[src/pkg/esr_pkg.sv]
`default_nettype none
package esr_pkg;
	localparam logic [11:0] ESR_INT_STATE_OFF = 12'hd04;
	localparam logic [11:0] ESR_APP_CTRL_OFF = 12'hd0c;
	localparam logic [11:0] ESR_IRQ_STAT_OFF = 12'hd40;
	localparam logic [11:0] ESR_IRQ_CLR_OFF = 12'hd44;
	localparam logic [11:0] ESR_IRQ_EN_OFF = 12'hd48;
	localparam int ESR_TPEND_SET_BIT = 26;
	localparam int ESR_TPEND_CLR_BIT = 25;
	localparam int ESR_PREEMPT_BIT = 23;
	localparam int ESR_IRQPEND_BIT = 22;
	localparam int ESR_HPEND_LSB = 12;
	localparam int ESR_ACTIVE_LSB = 0;
	localparam int ESR_KEY_LSB = 16;
	localparam int ESR_RSTREQ_BIT = 2;
	localparam int ESR_DBGCLR_BIT = 1;
	localparam logic [15:0] ESR_KEY_WRITE = 16'h05fa;
	localparam logic [15:0] ESR_KEY_READ = 16'hfa05;
	localparam logic [31:0] ESR_APP_CTRL_RST = 32'hfa050000;
	localparam logic [2:0] ESR_IRQ_RST = 3'h0;
	localparam int ESR_EV_PEND_SET = 0;
	localparam int ESR_EV_PEND_CLR = 1;
	localparam int ESR_EV_RST_REQ = 2;
endpackage
`default_nettype wire

[src/design/esr_ctrl.sv]
// Overview of operation
// - Writing 1 to the timer set-pending bit makes the timer exception pending; 0 does nothing.
// - Reading the timer set-pending bit shows whether the timer exception is pending.
// - Writing 1 to the timer clear-pending bit removes the timer pending state unless set-pending or a timer event is also asserted; 0 does nothing.
// - A read-only bit shows that a pending exception will be taken on leaving debug halt.
// - A read-only flag shows any pending interrupt, not counting NMI and faults.
// - A read-only nine-bit field shows the highest-priority pending enabled exception, or zero.
// - A read-only nine-bit field shows the active exception number, zero in thread mode.
// - A control register write is ignored unless its upper half carries the access key.
// - The key field reads as a fixed constant.
// - A keyed write of 1 to the reset request bit raises a chip reset request.
// - The reset request bit is write-only and clears during the resulting reset.
`timescale 1ns/10ps
`default_nettype none
module esr_ctrl (
	input wire logic i_sys_clk,
	input wire logic i_rst_b,
	input wire logic [11:0] i_addr,
	input wire logic [31:0] i_wdata,
	input wire logic i_wr,
	input wire logic i_rd,
	output logic [31:0] o_rdata,
	input wire logic i_timer_event,
	input wire logic i_timer_taken,
	input wire logic i_preempt_on_halt_exit,
	input wire logic i_irq_pending_flag,
	input wire logic [8:0] i_highest_pending_number,
	input wire logic [8:0] i_active_exception_number,
	output logic o_timer_pending,
	output logic o_chip_reset_request,
	output logic o_irq
);
	import esr_pkg::*;

	// ----------------------------------------------------------------
	// Write decode.
	// ----------------------------------------------------------------
	logic int_state_wr;
	logic app_ctrl_keyed_wr;
	logic irq_clr_wr;
	logic irq_en_wr;
	logic set_req;
	logic clr_req;
	logic rst_req;

	assign int_state_wr = i_wr && (i_addr == ESR_INT_STATE_OFF);
	assign app_ctrl_keyed_wr = i_wr && (i_addr == ESR_APP_CTRL_OFF) &&
		(i_wdata[ESR_KEY_LSB +: 16] == ESR_KEY_WRITE);
	assign irq_clr_wr = i_wr && (i_addr == ESR_IRQ_CLR_OFF);
	assign irq_en_wr = i_wr && (i_addr == ESR_IRQ_EN_OFF);
	assign set_req = int_state_wr && i_wdata[ESR_TPEND_SET_BIT];
	assign clr_req = int_state_wr && i_wdata[ESR_TPEND_CLR_BIT];
	assign rst_req = app_ctrl_keyed_wr && i_wdata[ESR_RSTREQ_BIT];

	// ----------------------------------------------------------------
	// Timer pending state.
	// ----------------------------------------------------------------
	logic timer_pend_q;

	always_ff @(posedge i_sys_clk or negedge i_rst_b) begin
		if (!i_rst_b) begin
			timer_pend_q <= 1'b0;
		end else if (set_req || i_timer_event) begin
			timer_pend_q <= 1'b1;
		end else if (clr_req || i_timer_taken) begin
			timer_pend_q <= 1'b0;
		end
	end

	assign o_timer_pending = timer_pend_q;

	// ----------------------------------------------------------------
	// Chip reset request.
	// ----------------------------------------------------------------
	logic rst_req_q;

	// The request holds until the chip reset it causes clears this register.
	always_ff @(posedge i_sys_clk or negedge i_rst_b) begin
		if (!i_rst_b) begin
			rst_req_q <= 1'b0;
		end else if (rst_req) begin
			rst_req_q <= 1'b1;
		end
	end

	assign o_chip_reset_request = rst_req_q;

	// ----------------------------------------------------------------
	// Event status, clear and enable.
	// ----------------------------------------------------------------
	logic [2:0] ev_stat_q;
	logic [2:0] ev_en_q;
	logic [2:0] ev_set;

	assign ev_set[ESR_EV_PEND_SET] = set_req || i_timer_event;
	assign ev_set[ESR_EV_PEND_CLR] = clr_req;
	assign ev_set[ESR_EV_RST_REQ] = rst_req;

	genvar g;
	generate
		for (g = 0; g < 3; g++) begin : g_ev
			always_ff @(posedge i_sys_clk or negedge i_rst_b) begin
				if (!i_rst_b) begin
					ev_stat_q[g] <= 1'b0;
				end else if (ev_set[g]) begin
					ev_stat_q[g] <= 1'b1;
				end else if (irq_clr_wr && i_wdata[g]) begin
					ev_stat_q[g] <= 1'b0;
				end
			end
		end
	endgenerate

	always_ff @(posedge i_sys_clk or negedge i_rst_b) begin
		if (!i_rst_b) begin
			ev_en_q <= ESR_IRQ_RST;
		end else if (irq_en_wr) begin
			ev_en_q <= i_wdata[2:0];
		end
	end

	assign o_irq = |(ev_stat_q & ev_en_q);

	// ----------------------------------------------------------------
	// Read data.
	// ----------------------------------------------------------------
	logic [31:0] rdata_d;

	always_comb begin
		rdata_d = 32'h0;
		unique case (i_addr)
			ESR_INT_STATE_OFF: begin
				rdata_d[ESR_TPEND_SET_BIT] = timer_pend_q;
				rdata_d[ESR_PREEMPT_BIT] = i_preempt_on_halt_exit;
				rdata_d[ESR_IRQPEND_BIT] = i_irq_pending_flag;
				rdata_d[ESR_HPEND_LSB +: 9] = i_highest_pending_number;
				rdata_d[ESR_ACTIVE_LSB +: 9] = i_active_exception_number;
			end
			ESR_APP_CTRL_OFF: begin
				rdata_d[ESR_KEY_LSB +: 16] = ESR_KEY_READ;
			end
			ESR_IRQ_STAT_OFF: begin
				rdata_d[2:0] = ev_stat_q;
			end
			ESR_IRQ_EN_OFF: begin
				rdata_d[2:0] = ev_en_q;
			end
			default: begin
				rdata_d = 32'h0;
			end
		endcase
	end

	always_ff @(posedge i_sys_clk or negedge i_rst_b) begin
		if (!i_rst_b) begin
			o_rdata <= 32'h0;
		end else if (i_rd) begin
			o_rdata <= rdata_d;
		end else begin
			o_rdata <= 32'h0;
		end
	end
endmodule // esr_ctrl
`default_nettype wire

[config.mk]
export PLATFORM = sky130hd
export DESIGN_NAME = esr_ctrl
export DESIGN_NICKNAME = d
export VERILOG_FILES = /design/src/pkg/esr_pkg.sv /design/src/design/esr_ctrl.sv
export SDC_FILE = /design/constraint.sdc
export NUM_CORES = 1
export LEC_CHECK = 0
export BUFFER_PORTS_ARGS = -buffer_cell sky130_fd_sc_hd__buf_2
export CAP_MARGIN = 20
export CORE_UTILIZATION = 40
export CTS_CLUSTER_SIZE = 14
export DETAILED_ROUTE_END_ITERATION = 12
export PLACE_DENSITY_LB_ADDON = 0.2
export SYNTH_ARGS = -nofsm -noshare
export SYNTH_HDL_FRONTEND = slang
export SYNTH_SLANG_ARGS = --single-unit
[constraint.sdc]
create_clock -name i_sys_clk -period 1.1 [get_ports i_sys_clk]
set_clock_uncertainty 0.05 [all_clocks]
set_input_delay 0 -clock i_sys_clk [delete_from_list [all_inputs] [get_ports i_sys_clk]]
set_output_delay 0 -clock i_sys_clk [all_outputs]
set_load 0.01 [all_outputs]
==> run_summary.xml, run 1 <==
<?xml version="1.0" encoding="UTF-8"?>
<metrics>
  <group name="hold_path">
    <metric name="timing.hold.worst.class" unit="">in -&gt; reg</metric>
  </group>
  <group name="synthesis">
    <metric name="post_synth_instance_area" unit="mm2">0.00141</metric>
    <metric name="synth-seq-cells" unit="">30</metric>
    <metric name="synthFlopType" unit="">sky130_fd_sc_hd__dfrtp_1</metric>
    <metric name="synth_top_cell_by_area" unit="">sky130_fd_sc_hd__dfrtp_1</metric>
    <metric name="post_synth_inst_count" unit="">121</metric>
    <metric name="most_frequent_cell_after_synthesis" unit="">sky130_fd_sc_hd__dfrtp_1</metric>
    <metric name="yosysSeqAreaShare" unit="">0.533</metric>
    <metric name="synth.cells.most_frequent" unit="">sky130_fd_sc_hd__dfrtp_1, sky130_fd_sc_hd__and2_1, sky130_fd_sc_hd__buf_4</metric>
    <metric name="synth.yosys.warnings" unit="">0</metric>
    <metric name="synthesis.area_per_instance" unit="um2">11.6</metric>
    <metric name="synthDominantCellAreaShare" unit="">0.533</metric>
    <metric name="synth-async-reset-ratio" unit="">1.00</metric>
    <metric name="netlist_top_cells_area" unit="">sky130_fd_sc_hd__dfrtp_1, sky130_fd_sc_hd__and2_1, sky130_fd_sc_hd__buf_4</metric>
    <metric name="synth_cell_types" unit="">32</metric>
    <metric name="number_of_enable_flip_flop_cells_after_synthesis" unit="">0</metric>
  </group>
  <group name="timing">
    <metric name="finalCriticalPeriod" unit="ns">1.32</metric>
    <metric name="worst_slew_pin_slew" unit="ns">0.645</metric>
    <metric name="timing_max_transition_violations_final" unit="">0</metric>
    <metric name="max-slew-margin-rel" unit="">0.570</metric>
    <metric name="max_clock_freq" unit="MHz">759</metric>
    <metric name="rsz_0062_raised_after_global_routing" unit="">yes</metric>
    <metric name="hold_viol" unit="">0</metric>
    <metric name="final_period_util" unit="">1.20</metric>
    <metric name="timing.final.ws_setup" unit="ns">-0.217</metric>
    <metric name="finalSetupViolCount" unit="">1</metric>
  </group>
  <group name="floorplan">
    <metric name="dieArea" unit="mm2">0.00376</metric>
    <metric name="start_util" unit="">0.419</metric>
    <metric name="row_count" unit="">21</metric>
    <metric name="coreArea" unit="mm2">0.00336</metric>
    <metric name="top_level_i_o_count" unit="">105</metric>
    <metric name="die_h" unit="um">61.3</metric>
    <metric name="chipWidth" unit="um">61.3</metric>
  </group>
  <group name="routing">
    <metric name="ant_nets" unit="">0</metric>
    <metric name="route.detailed.vias_per_inst" unit="">4.57</metric>
    <metric name="routed-via-count" unit="">1353</metric>
    <metric name="drt_pre_antenna_iters" unit="">4</metric>
    <metric name="drc" unit="">0</metric>
    <metric name="first_iter_violations" unit="">38</metric>
    <metric name="avgRoutedWirePerCell" unit="um">12.1</metric>
    <metric name="routed_wl" unit="um">3580</metric>
  </group>
  <group name="clocking">
    <metric name="h-tree-depth" unit="">2</metric>
    <metric name="clk_path_buf_depth" unit="">2</metric>
    <metric name="root_buffer" unit="">sky130_fd_sc_hd__clkbuf_4</metric>
    <metric name="clk_pin_slew_worst_paths" unit="ns">0.09</metric>
    <metric name="cts.sinks" unit="">30</metric>
    <metric name="clock_tree_from_tritoncts" unit="">built</metric>
    <metric name="worst_skew_pair.late_latency" unit="ns">0.32</metric>
    <metric name="tritoncts.num_buffers" unit="">5</metric>
  </group>
  <group name="placement">
    <metric name="place_congestion" unit="">0.842</metric>
    <metric name="dp_hpwl" unit="um">2490</metric>
    <metric name="placement.io_buffers" unit="">86</metric>
  </group>
  <group name="pwr">
    <metric name="post-layout-total-power" unit="mW">2.08</metric>
    <metric name="power.density_cell_area" unit="mW/mm2">899</metric>
    <metric name="power.leakage" unit="nW">1.28</metric>
    <metric name="power.ir.vdd_worst" unit="uV">595</metric>
  </group>
  <group name="grt">
    <metric name="largest_net_degree_at_the_start_of_global_routing" unit="">31</metric>
    <metric name="grt-busiest-layer" unit="">met2</metric>
    <metric name="global_route.usage.met2" unit="">0.377</metric>
    <metric name="global_route.usage.met1" unit="">0.228</metric>
    <metric name="grt_antenna_before_repair" unit="">0</metric>
    <metric name="total_global_routing_overflow" unit="">0</metric>
    <metric name="via_count_of_the_first_global_routing_pass" unit="">1291</metric>
    <metric name="grtUsageMet3" unit="">0.0609</metric>
    <metric name="grt_pass1_wl" unit="um">5550</metric>
    <metric name="globalRouteTotalUtil" unit="">0.205</metric>
  </group>
  <group name="cells_and_area">
    <metric name="layout.nets" unit="">319</metric>
    <metric name="post-route-util" unit="">0.687</metric>
    <metric name="final.fill_count" unit="">268</metric>
    <metric name="regArea" unit="um2">751</metric>
    <metric name="multi_input_logic_area" unit="um2">568</metric>
    <metric name="antenna-diode-count" unit="">0</metric>
    <metric name="drive_gt1_frac" unit="">0.472</metric>
    <metric name="areaGrowthSynthToFinish" unit="%">64.0</metric>
  </group>
  <group name="critical_path">
    <metric name="criticalPathCategory" unit="">reg -&gt; out</metric>
    <metric name="worst-endpoint-required" unit="ns">1.05</metric>
    <metric name="crit_chain" unit="">a222oi_1, inv_1, buf_2</metric>
    <metric name="critPathMaxFanout" unit="">2</metric>
    <metric name="crit_path_max_incr_delay" unit="ns">0.41</metric>
    <metric name="cp_slowest_cell" unit="">sky130_fd_sc_hd__dfrtp_1</metric>
    <metric name="timing.critical_path.arrival" unit="ns">1.27</metric>
    <metric name="cp-start-kind" unit="">flop</metric>
    <metric name="cp-end-kind" unit="">primary output</metric>
  </group>
  <group name="run">
    <metric name="max_cap_viol" unit="">0</metric>
  </group>
  <group name="outcome">
    <metric name="outcome" unit="">finished, violations left</metric>
    <metric name="failing_checks" unit="">setup timing</metric>
  </group>
</metrics>
-- sequential cells by signal, summed over array words and instances (netlist names) --
signal,flops
o_rdata,22
ev_en_q,3
ev_stat_q,3
o_chip_reset_request,1
o_timer_pending,1
-- critical path: cells and delay by family (launching register included) --
| family | cells | cell delay, ns |
|---|---|---|
| AOI/OAI and AO/OA | 1 | 0.32 |
| DFF | 1 | 0.41 |
| buffers and inverters | 2 | 0.23 |
-- path summary, 6_finish.rpt --
kind	slack, ns	end	start	depth (start not counted)
max	-0.22	o_irq	ev_stat_q[2]	3
min	0.01	o_rdata[30]	i_addr[6]	4
max reg2reg	0.05	o_rdata[2]	ev_en_q[2]	5
min reg2reg	0.51	o_chip_reset_request	o_chip_reset_request	1
max in group asynchronous	0.39	o_rdata[16]	i_rst_b	2
min in group asynchronous	0.18	o_rdata[14]	i_rst_b	2
-- cell usage in the layout, fill, tap and decap left out, types with 2 or more instances in the layout --
cell type                       Yosys  routed
sky130_fd_sc_hd__a21oi_1            6       5
sky130_fd_sc_hd__and2_1            16      16
sky130_fd_sc_hd__buf_2              0      86
sky130_fd_sc_hd__buf_4             12      12
sky130_fd_sc_hd__clkbuf_4           0       5
sky130_fd_sc_hd__conb_1             1       5
sky130_fd_sc_hd__dfrtp_1           30      30
sky130_fd_sc_hd__dlygate4sd3_1      0      30
sky130_fd_sc_hd__inv_1              6       6
sky130_fd_sc_hd__mux2_4             3       3
sky130_fd_sc_hd__mux2i_1            3       3
sky130_fd_sc_hd__nand2_1            3       3
sky130_fd_sc_hd__nand2b_1           4       4
sky130_fd_sc_hd__nand4_1            3       3
sky130_fd_sc_hd__nor2_1             8       8
sky130_fd_sc_hd__nor2b_1            3       3
sky130_fd_sc_hd__nor4b_4            1       2
sky130_fd_sc_hd__o21a_1             2       2
sky130_fd_sc_hd__o21ai_0            3       3
-- what timing repair did --
action | 4_1_cts | 5_1_grt
setup endpoints to repair | 1 | 8
setup buffers | 3 | 1
pin swaps | 1 | 2
resized for setup | 0 | 4
endpoints found under the hold margin | 60 | 0
hold buffers | 30 | 0
cloned | 0 | 0
-- power by group --
group | leakage (nW) | internal (mW) | total [mW] | switching (mW)
Sequential | 0.411 | 1.10 | 1.11 | 0.00209
Clock | 0.0353 | 0.309 | 0.661 | 0.351
Combinational | 0.835 | 0.184 | 0.310 | 0.125
Total | 1.28 | 1.60 | 2.08 | 0.479
-- cell type report --
type	count	area share
clock inverter	1	0.00217
sequential	30	0.325
tap	46	0.0249
clock buffer	7	0.0238
timing repair buffer	130	0.369
multi-input combinational	76	0.246
inverter	6	0.00975
-- per-layer routing --
| metal | share of wire | routed length, um | up-vias |
|---|---|---|---|
| met5 | 0 | 0 | - |
| met4 | 0.0067 | 24 | 0 |
| met3 | 0.063 | 227 | 4 |
| met2 | 0.54 | 1920 | 57 |
| met1 | 0.39 | 1410 | 629 |
| li1 | - | - | 663 |
-- per-stage QoR --
stage | hold WS (ns) | std cells | cell area (um2) | setup TNS, ns | setup WS, ns
after floorplan | -0.346 | 125 | 1420 | -1.10 | -0.214
after global placement | -0.00763 | 255 | 1910 | -3.72 | -0.246
after detailed placement | 0.0126 | 255 | 1910 | -4.80 | -0.307
after CTS | 0.00608 | 296 | 2290 | -0.222 | -0.222
after global routing | 0.0465 | 296 | 2310 | -0.370 | -0.330
final | 0.0105 | 296 | 2310 | -0.217 | -0.217
-- cell families (layout without fill, tap and decap cells) --
group / Yosys count / in the layout / synth area share
and+or+nand+nor: 50 / 50 / 0.254
muxes: 6 / 6 / 0.0533
other: 1 / 5 / 0.00266
buffers and inverters: 19 / 144 / 0.0879
DFF: 30 / 30 / 0.533
AOI/OAI and AO/OA: 15 / 15 / 0.0693
Note: power is estimated with default switching activity, not from simulation.
==> run 2: changes to the inputs <==
--- a/config.mk
+++ b/config.mk
@@ -10,7 +10,8 @@
 export CORE_UTILIZATION = 40
 export CTS_CLUSTER_SIZE = 14
 export DETAILED_ROUTE_END_ITERATION = 12
-export PLACE_DENSITY_LB_ADDON = 0.2
+export MAX_ROUTING_LAYER = met4
+export PLACE_DENSITY_LB_ADDON = 0.25
 export SYNTH_ARGS = -nofsm -noshare
 export SYNTH_HDL_FRONTEND = slang
 export SYNTH_SLANG_ARGS = --single-unit
==> run 2 against run 1 <==
- the flow still finishes with violations (setup timing)
- first-iteration DRC count is 11% lower
- design area is 0.22% higher
- combinational power hardly changed
- die area stayed put
- clock power is 4.1% higher
- wire length is 2.5% higher
- core utilization is 0.15 points higher
==> run_summary.xml, run 2 (synthesis results as in run 1) <==
<?xml version="1.0" encoding="UTF-8"?>
<metrics>
  <group name="outcome">
    <metric name="failing_checks" unit="">setup timing</metric>
    <metric name="outcome" unit="">finished, violations left</metric>
  </group>
  <group name="critical_path">
    <metric name="timing.critical_path.arrival" unit="ns">1.27</metric>
    <metric name="cp-start-kind" unit="">flop</metric>
    <metric name="worst-endpoint-required" unit="ns">1.05</metric>
    <metric name="critPathMaxFanout" unit="">2</metric>
    <metric name="criticalPathCategory" unit="">reg -&gt; out</metric>
    <metric name="cp-end-kind" unit="">primary output</metric>
  </group>
  <group name="routing">
    <metric name="ant_nets" unit="">0</metric>
    <metric name="routed_wl" unit="um">3670</metric>
    <metric name="drt_pre_antenna_iters" unit="">4</metric>
    <metric name="routed-via-count" unit="">1389</metric>
    <metric name="topRoutingLayerUsed" unit="">met4</metric>
    <metric name="first_iter_violations" unit="">34</metric>
    <metric name="route.detailed.vias_per_inst" unit="">4.69</metric>
    <metric name="avgRoutedWirePerCell" unit="um">12.4</metric>
    <metric name="dr_wl_met3" unit="um">283</metric>
    <metric name="drt-met1-wl" unit="um">1320</metric>
    <metric name="drc" unit="">0</metric>
    <metric name="route.met2.wl" unit="um">1960</metric>
  </group>
  <group name="pwr">
    <metric name="power.leakage" unit="nW">1.30</metric>
    <metric name="post-layout-total-power" unit="mW">2.10</metric>
    <metric name="power.ir.vdd_worst" unit="uV">725</metric>
    <metric name="power.density_cell_area" unit="mW/mm2">908</metric>
  </group>
  <group name="clocking">
    <metric name="h-tree-depth" unit="">2</metric>
    <metric name="clock_tree_from_tritoncts" unit="">built</metric>
    <metric name="clk_path_buf_depth" unit="">2</metric>
    <metric name="clk_pin_slew_worst_paths" unit="ns">0.10</metric>
    <metric name="cts.sinks" unit="">30</metric>
    <metric name="worst_skew_pair.late_latency" unit="ns">0.33</metric>
    <metric name="tritoncts.num_buffers" unit="">5</metric>
    <metric name="root_buffer" unit="">sky130_fd_sc_hd__clkbuf_4</metric>
  </group>
  <group name="cells_and_area">
    <metric name="design_area" unit="mm2">0.00232</metric>
    <metric name="final_common_cell" unit="">sky130_fd_sc_hd__buf_2</metric>
    <metric name="regArea" unit="um2">751</metric>
    <metric name="drive_gt1_frac" unit="">0.476</metric>
    <metric name="layout.nets" unit="">319</metric>
    <metric name="areaGrowthSynthToFinish" unit="%">64.4</metric>
    <metric name="layout.cells.most_common_list" unit="">sky130_fd_sc_hd__buf_2, sky130_fd_sc_hd__dfrtp_1, sky130_fd_sc_hd__dlygate4sd3_1</metric>
    <metric name="regMostFlops" unit="">o_rdata</metric>
    <metric name="largestRegisters" unit="">o_rdata (22), ev_en_q (3), ev_stat_q (3)</metric>
    <metric name="final.fill_count" unit="">270</metric>
    <metric name="antenna-diode-count" unit="">0</metric>
    <metric name="largest_register_ff_count" unit="">22</metric>
    <metric name="multi_input_logic_area" unit="um2">558</metric>
  </group>
  <group name="placement">
    <metric name="placement.io_buffers" unit="">86</metric>
    <metric name="dp_hpwl" unit="um">2650</metric>
    <metric name="place_congestion" unit="">0.839</metric>
    <metric name="placed_cell_area" unit="mm2">0.00191</metric>
  </group>
  <group name="grt">
    <metric name="grt_pass1_wl" unit="um">5740</metric>
    <metric name="via_count_of_the_first_global_routing_pass" unit="">1339</metric>
    <metric name="globalRouteTotalUtil" unit="">0.225</metric>
    <metric name="grt_antenna_before_repair" unit="">0</metric>
    <metric name="total_global_routing_overflow" unit="">0</metric>
    <metric name="largest_net_degree_at_the_start_of_global_routing" unit="">31</metric>
  </group>
  <group name="timing">
    <metric name="finalCriticalPeriod" unit="ns">1.32</metric>
    <metric name="hold_viol" unit="">0</metric>
    <metric name="timing_max_transition_violations_final" unit="">0</metric>
    <metric name="timing.final.ws_setup" unit="ns">-0.224</metric>
    <metric name="max_clock_freq" unit="MHz">755</metric>
    <metric name="finalSetupViolCount" unit="">2</metric>
    <metric name="fin_hold_ws" unit="ns">0.0209</metric>
    <metric name="rsz_0062_raised_after_global_routing" unit="">yes</metric>
    <metric name="sum_of_negative_setup_slack" unit="ns">-0.297</metric>
    <metric name="worst_slew_pin_slew" unit="ns">0.643</metric>
    <metric name="final_period_util" unit="">1.20</metric>
    <metric name="max-slew-margin-rel" unit="">0.571</metric>
  </group>
  <group name="floorplan">
    <metric name="dieArea" unit="mm2">0.00376</metric>
    <metric name="chipWidth" unit="um">61.3</metric>
    <metric name="top_level_i_o_count" unit="">105</metric>
    <metric name="coreArea" unit="mm2">0.00336</metric>
    <metric name="die_h" unit="um">61.3</metric>
    <metric name="row_count" unit="">21</metric>
    <metric name="start_util" unit="">0.419</metric>
  </group>
  <group name="hold_path">
    <metric name="timing.hold.worst.class" unit="">in -&gt; reg</metric>
  </group>
  <group name="run">
    <metric name="max_cap_viol" unit="">0</metric>
  </group>
</metrics>
## run 2: cell types whose count changed in the layout (fill, tap and decap cells not counted), sizes merged
cell and change:
clkbuf -1, clkinvlp +1, dlymetal6s4s +2, dlygate4sd3 -2
## run 2: metal layers
metal  up-vias  track usage
li1        658            -
met1       639        0.223
met2        78        0.399
met3        14       0.0693
met4         0        0.108
met5         -            -
## run 2: area by class of cell
| type | count | share of cell area |
|---|---|---|
| sequential | 30 | 0.324 |
| inverter | 6 | 0.00972 |
| clock inverter | 2 | 0.00540 |
| clock buffer | 6 | 0.0222 |
| tap | 46 | 0.0249 |
| timing repair buffer | 130 | 0.373 |
| multi-input combinational | 76 | 0.241 |
## run 2: critical path: stages (launching register included)
cell and delay [ns]:
sky130_fd_sc_hd__dfrtp_1 0.41, sky130_fd_sc_hd__a222oi_1 0.33, sky130_fd_sc_hd__inv_1 0.07, sky130_fd_sc_hd__buf_2 0.14
## run 2: path summary, 6_finish.rpt
| check | startpoint | end | slack [ns] | cells after the start |
|---|---|---|---|---|
| min reg2reg | o_timer_pending | o_rdata[26] | 0.49 | 2 |
| max | ev_stat_q[2] | o_irq | -0.22 | 3 |
| min in group asynchronous | i_rst_b | o_rdata[23] | 0.17 | 2 |
| max reg2reg | ev_en_q[2] | o_rdata[2] | -0.07 | 6 |
| max in group asynchronous | i_rst_b | o_rdata[18] | 0.40 | 2 |
| min | i_wdata[30] | ev_stat_q[2] | 0.02 | 5 |
## run 2: repair_timing
| item | 4_1_cts | 5_1_grt |
|---|---|---|
| endpoints found under the hold margin | 60 | 0 |
| gates resized for setup | 0 | 7 |
| cloned | 0 | 0 |
| hold buffers | 30 | 0 |
| pin swaps | 1 | 4 |
| setup buffers | 3 | 1 |
| endpoints found under the setup margin | 1 | 8 |
## run 2: where the power goes
group          switching, mW  total [mW]  internal (mW)
sequential           0.00144        1.11           1.10
clock                  0.382       0.688          0.307
combinational          0.126       0.309          0.183
## run 2: through the flow
stage,instances,util,worst slack (ns)
finish,296,0.689,-0.224
global route,296,0.689,-0.319
CTS,296,0.682,-0.238
detailed placement,255,0.567,-0.291
global placement,255,0.567,-0.245
floorplan,125,-,-0.214
